**src/rtl/wake_signal_strength_pin_map.vh**
```
// Constants for the wake generator and pin output selection.
// Assumes inclusion by bare name from rtl/ sources.
`ifndef WAKE_SIGNAL_STRENGTH_PIN_MAP_VH
`define WAKE_SIGNAL_STRENGTH_PIN_MAP_VH
// Artificial wake period in seconds, 2h 16min 32sec
`define WAKE_PERIOD_SEC 8192
// Low-frequency tick rate in Hz
`define LF_TICK_HZ 32768
// System clock rate in Hz
`define REF_CLK_HZ 250000000
// Oscillator ticks per artificial wake period
`define WAKE_PERIOD_TICKS (`WAKE_PERIOD_SEC * `LF_TICK_HZ)
// Width of the wake overflow counter
`define WAKE_CNT_W 28
// Width of the tick prescaler
`define TICK_DIV_W 13
// Clock cycles per oscillator tick (rounded down)
`define TICK_DIV_CYCLES (`REF_CLK_HZ / `LF_TICK_HZ)
// Last count of the wake period counter, sized for it
`define WAKE_PERIOD_LAST 28'hFFFFFFF
// Last count of the tick prescaler, sized for it
`define TICK_DIV_LAST 13'h1DCC
// Channel select codes
`define CHAN_ONE 2'h0
`define CHAN_TWO 2'h1
`define CHAN_THREE 2'h2
`define CHAN_RESERVED 2'h3
// Test select codes {high,low}
`define TEST_SEL_DATA 2'h0
`define TEST_SEL_WAKE 2'h1
// Strength pin digital mode {high,low}
`define STRENGTH_MODE_DIGITAL 2'h2
// Zero half-bit tolerance limit
`define ZERO_TOL_MAX 2'h2
`endif

```
**src/rtl/wake_period_counter.v**
```verilog
// Free-running overflow counter raising a one-cycle artificial wake pulse.
// Assumes a clock enable and a tick strobe from the parent.
`default_nettype none
module wake_period_counter #(
   parameter CNT_W = 28,
   parameter [CNT_W-1:0] PERIOD_TICKS = 28'hFFFFFFF
) (
   input wire ref_clk_in,
   input wire reset_n_in,
   input wire clk_en_in,
   input wire tick_in,
   input wire run_in,
   output reg overflow_out
);
   reg [CNT_W-1:0] count;
   wire at_end = (count == PERIOD_TICKS);
   always @(posedge ref_clk_in or negedge reset_n_in) begin
      if (!reset_n_in) begin
         count <= {CNT_W{1'b0}};
         overflow_out <= 1'b0;
      end else if (clk_en_in) begin
         overflow_out <= 1'b0;
         // Never cleared by wake clearing; only counts while enabled
         if (tick_in && run_in) begin
            if (at_end) begin
               count <= {CNT_W{1'b0}};
               overflow_out <= 1'b1;
            end else begin
               count <= count + {{(CNT_W-1){1'b0}}, 1'b1};
            end
         end
      end
   end
endmodule // wake_period_counter
`default_nettype wire

```
**src/rtl/wake_signal_strength_pin_output_select.v**
```verilog
// Wake generator, wake pin test routing and strength pin digital output.
// Assumes synchronous pin inputs and control bits held by the controller.
// Summary of operation
// - Counter overflow raises artificial wakeup each period
// - Generator runs only while enable bit set
// - First wake undefined, later ones periodic
// - Overflow counter never reset by clearing
// - Test data routing puts channel data out
// - Channel select picks channel one to three
// - Test disabled gives combined wake on the wake pin
// - Test wake routing gives single channel wake
// - Both channel bits give combined wake
// - Strength pin driven only with chip select
// - Zero half-bit tolerance selectable zero to two
// - Tau bit selects large or small filter
// - Normal wake is OR of channels and artificial wake
// - Tau bit zero small, one large
`include "wake_signal_strength_pin_map.vh"
`default_nettype none
module wake_signal_strength_pin_output_select #(
   parameter CNT_W = `WAKE_CNT_W,
   parameter [CNT_W-1:0] PERIOD_TICKS = `WAKE_PERIOD_LAST,
   parameter DIV_W = `TICK_DIV_W,
   parameter [DIV_W-1:0] TICK_DIV = `TICK_DIV_LAST
) (
   input wire ref_clk_in,
   input wire reset_n_in,
   input wire clk_en_in,
   input wire [2:0] channel_data_in,
   input wire [2:0] channel_wake_in,
   input wire wake_clear_in,
   input wire test_route_enable_in,
   input wire test_select_low_in,
   input wire test_select_high_in,
   input wire artificial_wake_enable_in,
   input wire channel_select_low_in,
   input wire channel_select_high_in,
   input wire strength_out_mode_low_in,
   input wire strength_out_mode_high_in,
   input wire chip_select_in,
   input wire [1:0] zero_tolerance_in,
   input wire threshold_tau_select_in,
   output reg wake_pin_out,
   output reg signal_strength_pin_out,
   output reg signal_strength_pin_oe_out,
   output reg artificial_wake_out,
   output reg [1:0] zero_tolerance_out,
   output reg large_tau_out
);
   reg [DIV_W-1:0] tick_div;
   reg [DIV_W-1:0] next_tick_div;
   reg tick;
   reg next_tick;
   reg art_pending;
   reg next_art_pending;
   reg routed;
   reg next_strength;
   reg [1:0] next_zero_tolerance;
   wire overflow;
   wire [2:0] wake_src;
   wire combined_wake;
   wire [1:0] chan_sel;
   wire [1:0] test_sel;
   wire [1:0] mode_sel;
   wire next_wake_pin;
   wire strength_digital;

   // Picks the channel bit; reserved code yields the fallback
   function pick;
      input [2:0] bits;
      input [1:0] sel;
      input fallback;
      begin
         case (sel)
            `CHAN_ONE: pick = bits[0];
            `CHAN_TWO: pick = bits[1];
            `CHAN_THREE: pick = bits[2];
            default: pick = fallback;
         endcase
      end
   endfunction

   // Oscillator tick prescaler; wraps after TICK_DIV + 1 cycles
   // Rounding the ratio down makes the wake period run slightly short
   always @* begin
      next_tick = 1'b0;
      next_tick_div = tick_div + {{(DIV_W-1){1'b0}}, 1'b1};
      if (tick_div == TICK_DIV) begin
         next_tick = 1'b1;
         next_tick_div = {DIV_W{1'b0}};
      end
   end

   always @(posedge ref_clk_in or negedge reset_n_in) begin
      if (!reset_n_in) begin
         tick_div <= {DIV_W{1'b0}};
         tick <= 1'b0;
      end else if (clk_en_in) begin
         tick_div <= next_tick_div;
         tick <= next_tick;
      end
   end

   // Count survives disable and wake clearing, so the first wake after
   // enable lands at an undefined point of the period

   wake_period_counter #(
      .CNT_W(CNT_W),
      .PERIOD_TICKS(PERIOD_TICKS)
   ) u_counter (
      .ref_clk_in(ref_clk_in),
      .reset_n_in(reset_n_in),
      .clk_en_in(clk_en_in),
      .tick_in(tick),
      .run_in(artificial_wake_enable_in),
      .overflow_out(overflow)
   );

   // Artificial wake held until cleared; overflow wins over clear
   always @* begin
      next_art_pending = art_pending;
      if (overflow) begin
         next_art_pending = 1'b1;
      end else if (wake_clear_in) begin
         next_art_pending = 1'b0;
      end
   end

   always @(posedge ref_clk_in or negedge reset_n_in) begin
      if (!reset_n_in) begin
         art_pending <= 1'b0;
      end else if (clk_en_in) begin
         art_pending <= next_art_pending;
      end
   end

   // Channel wakes are cleared at their source; only the latch clears here
   assign wake_src = channel_wake_in;
   assign combined_wake = (|wake_src) | art_pending;
   assign chan_sel = {channel_select_high_in, channel_select_low_in};
   assign test_sel = {test_select_high_in, test_select_low_in};
   assign mode_sel = {strength_out_mode_high_in, strength_out_mode_low_in};

   // Single channel choice by select bits
   always @* begin
      case (test_sel)
         `TEST_SEL_DATA: begin
            routed = pick(channel_data_in, chan_sel, combined_wake);
         end
         `TEST_SEL_WAKE: begin
            routed = pick(wake_src, chan_sel, combined_wake);
         end
         default: begin
            // Undefined test selects fall back to the combined wake
            routed = combined_wake;
         end
      endcase
   end
   // Data routing wake routing normal
   assign next_wake_pin = test_route_enable_in ? routed : combined_wake;

   assign strength_digital = (mode_sel == `STRENGTH_MODE_DIGITAL);
   // Combined wake on reserved code regardless of test bits
   always @* begin
      if (chan_sel == `CHAN_RESERVED) begin
         next_strength = combined_wake;
      end else begin
         next_strength = routed;
      end
   end

   // Requests above the supported limit read back as the limit
   always @* begin
      if (zero_tolerance_in > `ZERO_TOL_MAX) begin
         next_zero_tolerance = `ZERO_TOL_MAX;
      end else begin
         next_zero_tolerance = zero_tolerance_in;
      end
   end

   // Wake pin register
   always @(posedge ref_clk_in or negedge reset_n_in) begin
      if (!reset_n_in) begin
         wake_pin_out <= 1'b0;
      end else if (clk_en_in) begin
         wake_pin_out <= next_wake_pin;
      end
   end

   // Strength pin value is low whenever the pin is released
   always @(posedge ref_clk_in or negedge reset_n_in) begin
      if (!reset_n_in) begin
         signal_strength_pin_out <= 1'b0;
         signal_strength_pin_oe_out <= 1'b0;
      end else if (clk_en_in) begin
         signal_strength_pin_out <= strength_digital & chip_select_in & next_strength;
         signal_strength_pin_oe_out <= strength_digital & chip_select_in;
      end
   end

   // Controller-visible copy of the artificial wake latch
   always @(posedge ref_clk_in or negedge reset_n_in) begin
      if (!reset_n_in) begin
         artificial_wake_out <= 1'b0;
      end else if (clk_en_in) begin
         artificial_wake_out <= art_pending;
      end
   end

   // Correlator settings; large tau out of reset
   always @(posedge ref_clk_in or negedge reset_n_in) begin
      if (!reset_n_in) begin
         zero_tolerance_out <= 2'h0;
         large_tau_out <= 1'b1;
      end else if (clk_en_in) begin
         zero_tolerance_out <= next_zero_tolerance;
         large_tau_out <= threshold_tau_select_in;
      end
   end
endmodule // wake_signal_strength_pin_output_select
`default_nettype wire

```
**config.mk**
```make
export PLATFORM = sky130hd
export DESIGN_NAME = wake_signal_strength_pin_output_select
export DESIGN_NICKNAME = d
export VERILOG_FILES = /design/src/rtl/wake_period_counter.v /design/src/rtl/wake_signal_strength_pin_output_select.v
export VERILOG_INCLUDE_DIRS = /design/src /design/src/rtl
export SDC_FILE = /design/constraint.sdc
export NUM_CORES = 1
export LEC_CHECK = 0
export BUFFER_PORTS_ARGS = -buffer_cell sky130_fd_sc_hd__buf_2
export CORE_MARGIN = 2
export CORE_UTILIZATION = 40
export DETAILED_ROUTE_END_ITERATION = 6
export GPL_TIMING_DRIVEN = 0
export HOLD_SLACK_MARGIN = 0.08
export SETUP_SLACK_MARGIN = 0.05
export SLEW_MARGIN = 10
export SYNTH_ARGS = -nofsm -noshare
export SYNTH_HDL_FRONTEND = slang
export SYNTH_SLANG_ARGS = --single-unit
```
**constraint.sdc**
```tcl
create_clock -name ref_clk_in -period 2.3 [get_ports ref_clk_in]
set_input_delay 0.345 -clock ref_clk_in [delete_from_list [all_inputs] [get_ports ref_clk_in]]
set_output_delay 0.345 -clock ref_clk_in [all_outputs]
set_load 0.03 [all_outputs]
```
Word level (Yosys, flattened, before mapping)
Index checks and enable logic that the tools add are counted.
{ "word_totals": {"regBits": 51, "inputBits": 22, "out_inout_bits": 7} }
{ "op_classes": {"addsub": 2, "magnitude_cmp": 1, "n_eq_ne": 7, "mux": 13, "bitwise": 3, "n_reduce_logical": 7} }
{ "ops": {"columns": ["cell", "count"], "rows": [
  ["$add 28x1->28 const B", 1],
  ["$eq 28x28->1 const B", 1],
  ["$mux 28", 1],
  ["$add 13x1->13 const B", 1],
  ["$eq 13x13->1 const B", 1],
  ["$mux 13", 1],
  ["$mux 1", 7],
  ["$eq 2x2->1 const B", 3],
  ["$pmux 1 s3", 2],
  ["$eq 2x1->1 const B", 2],
  ["$logic_not 2->1", 2],
  ["$reduce_and 2->1", 2],
  ["$reduce_or 3->1", 1],
  ["$and 1x1->1", 2],
  ["$gt 2x2->1 const B", 1],
  ["$mux 2", 1],
  ["$pmux 1 s2", 1],
  ["$reduce_bool 2->1", 1],
  ["$logic_and 1x1->1", 1],
  ["$or 1x1->1", 1]
]} }

Logic depth before layout (Yosys ltp)
Gate-level depths: netlist of the first run.
{ "logic_depth": {"depth_word": 6, "ltp_mapped": 8, "ltp_nobuf": 7} }

Modules after synthesis
Synthesis of the first run repeated with hierarchy kept, for this count alone.
{ "unflattened": {"cells_unflattened": 257, "hier_area_um2": 2616.3} }
{ "modules_own_cells": {"columns": ["module", "n_inst", "cells_each", "area_each_um2", "seq_area_each_um2"], "rows": [
  ["wake_period_counter", 1, 146, 1466.4, 725.7],
  ["wake_signal_strength_pin_output_select", 1, 111, 1149.9, 551.8]
]} }

Least setup slack after synthesis of the first run
OpenSTA, ideal clock, no wires.
{ "synth_timing": {"kind": "register to register", "startpoint": "register tick_div[0]", "endpoint": "register tick_div[7]", "arrival_time_ns": 1.623, "setup_slack_ns": 0.556, "stages_incl_launch_ff": 9, "period_less_slack_ns": 1.744, "path_cell_list": "dfrtp_1 -> inv_1 -> ha_1 -> nor4bb_1 -> and4bb_2 -> and2_1 -> clkbuf_1 -> nor2_1 -> o22a_1"} }
{ "synth_via": {"elab_chain_len": 2} }
{ "synth_rtl": {"columns": ["item", "line", "text"], "rows": [
  ["start, declared", "wake_signal_strength_pin_output_select.v:50", "reg [DIV_W-1:0] tick_div;"],
  ["start signal, assigned", "wake_signal_strength_pin_output_select.v:96", "tick_div <= {DIV_W{1'b0}};"],
  ["start signal, assigned", "wake_signal_strength_pin_output_select.v:99", "tick_div <= next_tick_div;"],
  ["$add 13x1->13 or $eq 13x13->1 (tied branches)", "wake_signal_strength_pin_output_select.v:87, wake_signal_strength_pin_output_select.v:88", null],
  ["$mux 13 (*)", "wake_signal_strength_pin_output_select.v:88", "if (tick_div == TICK_DIV) begin"]
]} }
Every way passes the cells marked *; elsewhere a longest branch is shown, timed or not.
A chain may end at the register's enable or synchronous reset.

Worst setup path after layout of the first run
Same ends and word-level chain as after synthesis.

==> flow_metrics.tcl, run 1 <==
set metrics [dict create \
    status "finished, final reports clean" \
    clk-insertion-delay-late_ns 0.31 \
    worstSetupPathType "reg2reg" \
    grt_max_degree 52 \
    cts_resized 0 \
    cts_hold_buf 0 \
    worst_r2r_startpoint "tick_div[0]$_DFFE_PN0P_" \
    ios 29 \
    drive_gt1_share_pct 16.4 \
    coreArea_mm2 0.00628 \
    hold_violations 0 \
    cp_max_fo 7 \
    grt-ovfl-total 0 \
    io_buffers 28 \
    dp_slack_ns 0.302 \
    synth.most_common_cell "dfrtp_1" \
    viasPerCell 5.37 \
    start_kind "flop" \
    hold_class "in2async" \
    clockBufferDepth 2 \
    synth_edf_count 0 \
    initial_core_util_pct 40.7 \
    setup_ws_ns 0.313 \
    fp.dieW_um 83.9 \
    post-route-drc-count 0 \
    tightest_slew_ns 0.664 \
    top_regs "u_counter.count: 28 flops, tick_div: 13 flops, zero_tolerance_out: 2 flops" \
    ys.flop_type "dfrtp_1" \
    cts_tree "done" \
    ir_drop_uv 519 \
    antenna_found_initial 0 \
    netlist_top_cells_area "dfrtp_1, xnor2_1, nand2_1, nand3_1, nand4_1" \
    relSlewSlack_pct 55.6 \
    largest_reg_flops 28 \
    cts_sinks 51 \
    synth_top_area_share_pct 49.0 \
    finish.instance_area_mm2 0.00291 \
    cts-root-buf "clkbuf_8" \
    fill_cells 602 \
    rsz0062_at_grt "false" \
    fp.dieArea_mm2 0.00704 \
    dp_hpwl_um 3560 \
    top_register "u_counter.count" \
    n_antenna_cell 0 \
    ys_seq_elements 51 \
    slew_viol_final 0 \
    synth.distinct_cells 44 \
    synth_top_area_cell "dfrtp_1" \
    finalCritPeriodShare_pct 86.4 \
    drv_cap 0 \
    avgSynthCellArea_um2 9.97 \
    startpoint "tick_div[0]$_DFFE_PN0P_" \
    synth_commonest_cells "dfrtp_1, nand2_1, nor2_1, nand3_1, xnor2_1" \
    wl_um 4980 \
    critPathArrivalTime_ns 2.20 \
    gp_congestion 0.797 \
    worstPathRequired_ns 2.51 \
    synthesis.area_mm2 0.00255 \
    fin_tns_setup_ns 0 \
    yosysWarnings 0 \
    end_kind "flop" \
    cts_buffers 5 \
    timing.fmax_mhz 503 \
    wl_per_cell_um 13.5 \
    skew_ns 0.00853 \
    setup_viol 0 \
    holdWs_ns 0.0500 \
    die_h_um 83.9 \
    grt_pass1_vias 1902 \
    synth.net_count 281 \
    row_count 29 \
    drt_iter0_markers 70 \
    ant_nets 0 \
    power.density_mw_per_mm2 632 \
    syn_inst 256 \
    area_growth_pct 13.9 \
    layout.cells.non_filler 369 \
    dr.pass1.iters 4 \
    ys_seq_area_share_pct 50.0 \
    htreeDepth 2 \
    dr_total_vias 1983 \
    clkSlewWorstSetupHoldPaths_ns 0.10 \
    grt_first_pass_wirelength_um 8750 \
    synthArstFlopShare_pct 100 \
    grtUsageTotal_pct 15.4 \
    nets 316 \
    place_area_mm2 0.00279 \
    leakage_nw 1.31 \
    finalCriticalPeriod_ns 1.99 \
    placedCellCount 361 \
    post-cts-setup-buffers 0 \
]
==> layout make-up <==
| class | count | area, um^2 | share of cell area [%] |
|---|---|---|---|
| Clock inverter | 3 | 46.3 | 1.59 |
| Buffer | 6 | 22.5 | 0.775 |
| Sequential cell | 51 | 1280 | 44.0 |
| Tap cell | 77 | 96.3 | 3.31 |
| Inverter | 6 | 22.5 | 0.775 |
| Multi-Input combinational cell | 193 | 1230 | 42.3 |
| Clock buffer | 5 | 68.8 | 2.37 |
| Timing Repair Buffer | 28 | 143 | 4.91 |
==> worst paths after layout <==
| kind | endpoint | slack (ns) | cells past startpoint |
|---|---|---|---|
| min reg2reg | u_counter.overflow_out$_DFFE_PN0P_ | 0.49 | 1 |
| min | tick_div[7]$_DFFE_PN0P_ | 0.05 | 1 |
| max | tick_div[7]$_DFFE_PN0P_ | 0.31 | 8 |
| min in group ref_clk_in | large_tau_out$_DFFE_PN1P_ | 0.26 | 2 |
| max in group asynchronous | u_counter.count[14]$_DFFE_PN0P_ | 1.83 | 1 |
| max reg2reg | tick_div[7]$_DFFE_PN0P_ | 0.31 | 8 |
==> cells in the final DEF, fill, tap and decap left out, types with 2 or more instances in the layout <==
cell,count
dfrtp_1,50
nand2_1,29
buf_2,27
nor2_1,21
nand3_1,17
xnor2_1,16
o21ai_0,13
nand4_1,13
and3_1,10
xor2_1,8
inv_1,6
clkbuf_1,6
and2_1,6
a21oi_1,6
nor3_1,5
a21o_1,5
clkbuf_8,5
and4_1,4
a31oi_1,4
mux2_2,3
ha_1,3
or3_1,2
nand3_2,2
o22ai_1,2
a22o_1,2
o31ai_1,2
o22a_1,2
==> through the flow <==
stage / utilization, % / power (mW)
after floorplan: - / 1.13
after global placement: 44.4 / 1.21
after detailed placement: 44.4 / 1.21
after CTS: 46.3 / 1.87
after global routing: 46.3 / 1.94
final: 46.3 / 1.84
==> power breakdown <==
group          switching (mW)  leakage (nW)  internal, mW  total [mW]
Clock                   0.318        0.0548         0.328       0.646
Combinational           0.102         0.568        0.0805       0.183
Sequential             0.0581         0.687         0.950        1.01
Total                   0.479          1.31          1.36        1.84
==> layer usage <==
layer  wire length, um  part of all wire, %  vias up  track usage (%)
met3               147                  3.0       10             3.66
met2              2310                   46       28             23.7
li1                  -                    -      991                -
met5                 0                    0        -                0
met1              2430                   49      954             21.0
met4                95                  1.9        0             6.16
==> critical path: stages, from the launching register on <==
cell	delay (ns)
dfrtp_1	0.44
inv_1	0.09
ha_1	0.15
nor4bb_1	0.25
and4bb_2	0.28
and2_1	0.12
clkbuf_1	0.26
nor2_1	0.09
o22a_1	0.20
==> logic make-up after synthesis <==
logic type / Yosys count / synth area share (%)
xor+xnor: 24 / 8.24
fa+ha+maj: 3 / 1.47
mux: 5 / 2.60
simple gates: 119 / 25.2
compound gates: 42 / 10.6
buf+inv: 12 / 1.76
flops: 51 / 50.0
(Power assumes the default switching activity.)
==> run 2: changes to the inputs <==
Settings changed: CTS_CLUSTER_SIZE from default to 16, PLACE_DENSITY_LB_ADDON from default to 0.15.
==> flow_metrics.tcl, run 2 (synthesis gave the netlist of run 1 again) <==
set metrics [dict create \
    status "finished, final reports clean" \
    setup_viol 0 \
    startpoint "tick_div[1]$_DFFE_PN0P_" \
    slew_viol_final 0 \
    r2r_cells 8 \
    ant_nets 0 \
    start_kind "flop" \
    drive_gt1_share_pct 16.4 \
    cp_max_fo 7 \
    cts_tree "done" \
    top_register "u_counter.count" \
    clkSlewWorstSetupHoldPaths_ns 0.10 \
    wl_per_cell_um 13.6 \
    grt_max_degree 52 \
    end_kind "flop" \
    post-route-drc-count 0 \
    p_seq_share_pct 54.4 \
    die_h_um 83.9 \
    grt_first_pass_wirelength_um 9130 \
    critPathArrivalTime_ns 2.17 \
    wl_um 5030 \
    holdWs_ns 0.0540 \
    gp_congestion 0.763 \
    dp_slack_ns 0.333 \
    rsz0062_at_grt "false" \
    grtUsageTotal_pct 15.8 \
    combPwrFrac_pct 9.9 \
    worstPathRequired_ns 2.50 \
    largest_reg_flops 28 \
    ios 29 \
    cts_resized 0 \
    cts-root-buf "clkbuf_8" \
    viasPerCell 5.25 \
    hold_violations 0 \
    timing.fmax_mhz 507 \
    cts_sinks 51 \
    dp_hpwl_um 3570 \
    finalCritPeriodShare_pct 85.8 \
    worstSetupPathType "reg2reg" \
    htreeDepth 2 \
    setup_ws_ns 0.326 \
    p_sw_share_pct 25.4 \
    ir_drop_uv 314 \
    power.density_mw_per_mm2 638 \
    initial_core_util_pct 40.7 \
    relSlewSlack_pct 55.7 \
    grt_pass1_vias 1875 \
    p_total_mw 1.85 \
    p_int_mw 1.38 \
    leakage_nw 1.32 \
    fin_tns_setup_ns 0 \
    final_cell_mix "dfrtp_1, nand2_1, buf_2, nor2_1, nand3_1" \
    r2r_slack_ns 0.33 \
    row_count 29 \
    final_common_cell "dfrtp_1" \
    post-cts-setup-buffers 0 \
    share_clk_of_total_power_pct 35.8 \
    finalCriticalPeriod_ns 1.97 \
    clk-insertion-delay-late_ns 0.30 \
    fp.dieArea_mm2 0.00704 \
    cts_buffers 5 \
    dr.pass1.iters 4 \
    fill_cells 623 \
    layout.cells.non_filler 369 \
    antenna_found_initial 0 \
    rr_endpoint "tick_div[7]$_DFFE_PN0P_" \
    n_antenna_cell 0 \
    io_buffers 28 \
    power_switching_mw 0.472 \
    clockBufferDepth 2 \
    drt_iter0_markers 47 \
    dr_total_vias 1939 \
    fp.dieW_um 83.9 \
    cts_hold_buf 0 \
    place_area_mm2 0.00279 \
    top_regs "u_counter.count: 28 flops, tick_div: 13 flops, zero_tolerance_out: 2 flops" \
    nets 316 \
    skew_ns 0.00852 \
    placedCellCount 361 \
    final_util_pct 46.3 \
    hold_class "in2async" \
    drv_cap 0 \
    finish.instance_area_mm2 0.00291 \
    tightest_slew_ns 0.661 \
    coreArea_mm2 0.00628 \
    worst_r2r_startpoint "tick_div[1]$_DFFE_PN0P_" \
    area_growth_pct 14.0 \
    grt-ovfl-total 0 \
]
[run 2: cell count changes in the layout (fill, tap and decap cells not counted)]
| cell | previous run | this run |
|---|---|---|
| inv_6 | 1 | 0 |
| clkbuf_8 | 5 | 6 |
| clkinvlp_4 | 1 | 0 |
| clkinv_2 | 0 | 1 |
[run 2: worst max-delay path by stage]
| stage | end | slack, ns | cells after the start |
|---|---|---|---|
| 4_1_cts | tick_div[7]$_DFFE_PN0P_ | 0.32 | 8 |
| 2_1_floorplan | tick_div[7]$_DFFE_PN0P_ | 0.56 | 8 |
| 3_3_place_gp | tick_div[7]$_DFFE_PN0P_ | 0.28 | 8 |
| 5_1_grt | u_counter.count[19]$_DFFE_PN0P_ | 0.13 | 5 |
| 6_report | tick_div[7]$_DFFE_PN0P_ | 0.33 | 8 |
| 3_5_place_dp | tick_div[7]$_DFFE_PN0P_ | 0.33 | 8 |
[run 2: cell type report]
type	instances	area, um^2	area share, %
tap	77	96.3	3.31
inverter	6	22.5	0.774
multi-input combinational	193	1230	42.3
clock buffer	6	82.6	2.84
sequential	51	1280	43.9
clock inverter	2	35.0	1.20
buffer	6	22.5	0.774
timing repair buffer	28	143	4.90
[run 2: power by group through the flow]
stage                     sequential [mW]  combinational (mW)  clock (mW)
after floorplan                      1.03              0.0992           0
after global placement               1.03               0.182           0
after detailed placement             1.03               0.185           0
after CTS                            1.01               0.186       0.677
after global routing                 1.02               0.209       0.716
final                                1.01               0.183       0.663
[run 2: critical path, stage by stage, from the launching register on]
cell and delay (ns):
dfrtp_1 0.44, inv_1 0.10, ha_1 0.15, nor4bb_1 0.25, and4bb_2 0.28, and2_1 0.12, clkbuf_1 0.25, nor2_1 0.08
o22a_1 0.20
[run 2: per-layer routing]
metal / vias to the layer above / track usage [%] / part of all wire [%] / routed length (um)
met5: - / 0 / 0 / 0
met3: 4 / 3.46 / 3.1 / 157
li1: 994 / - / - / -
met4: 0 / 2.64 / 0.64 / 32
met1: 915 / 23.5 / 51 / 2590
met2: 26 / 24.2 / 45 / 2250
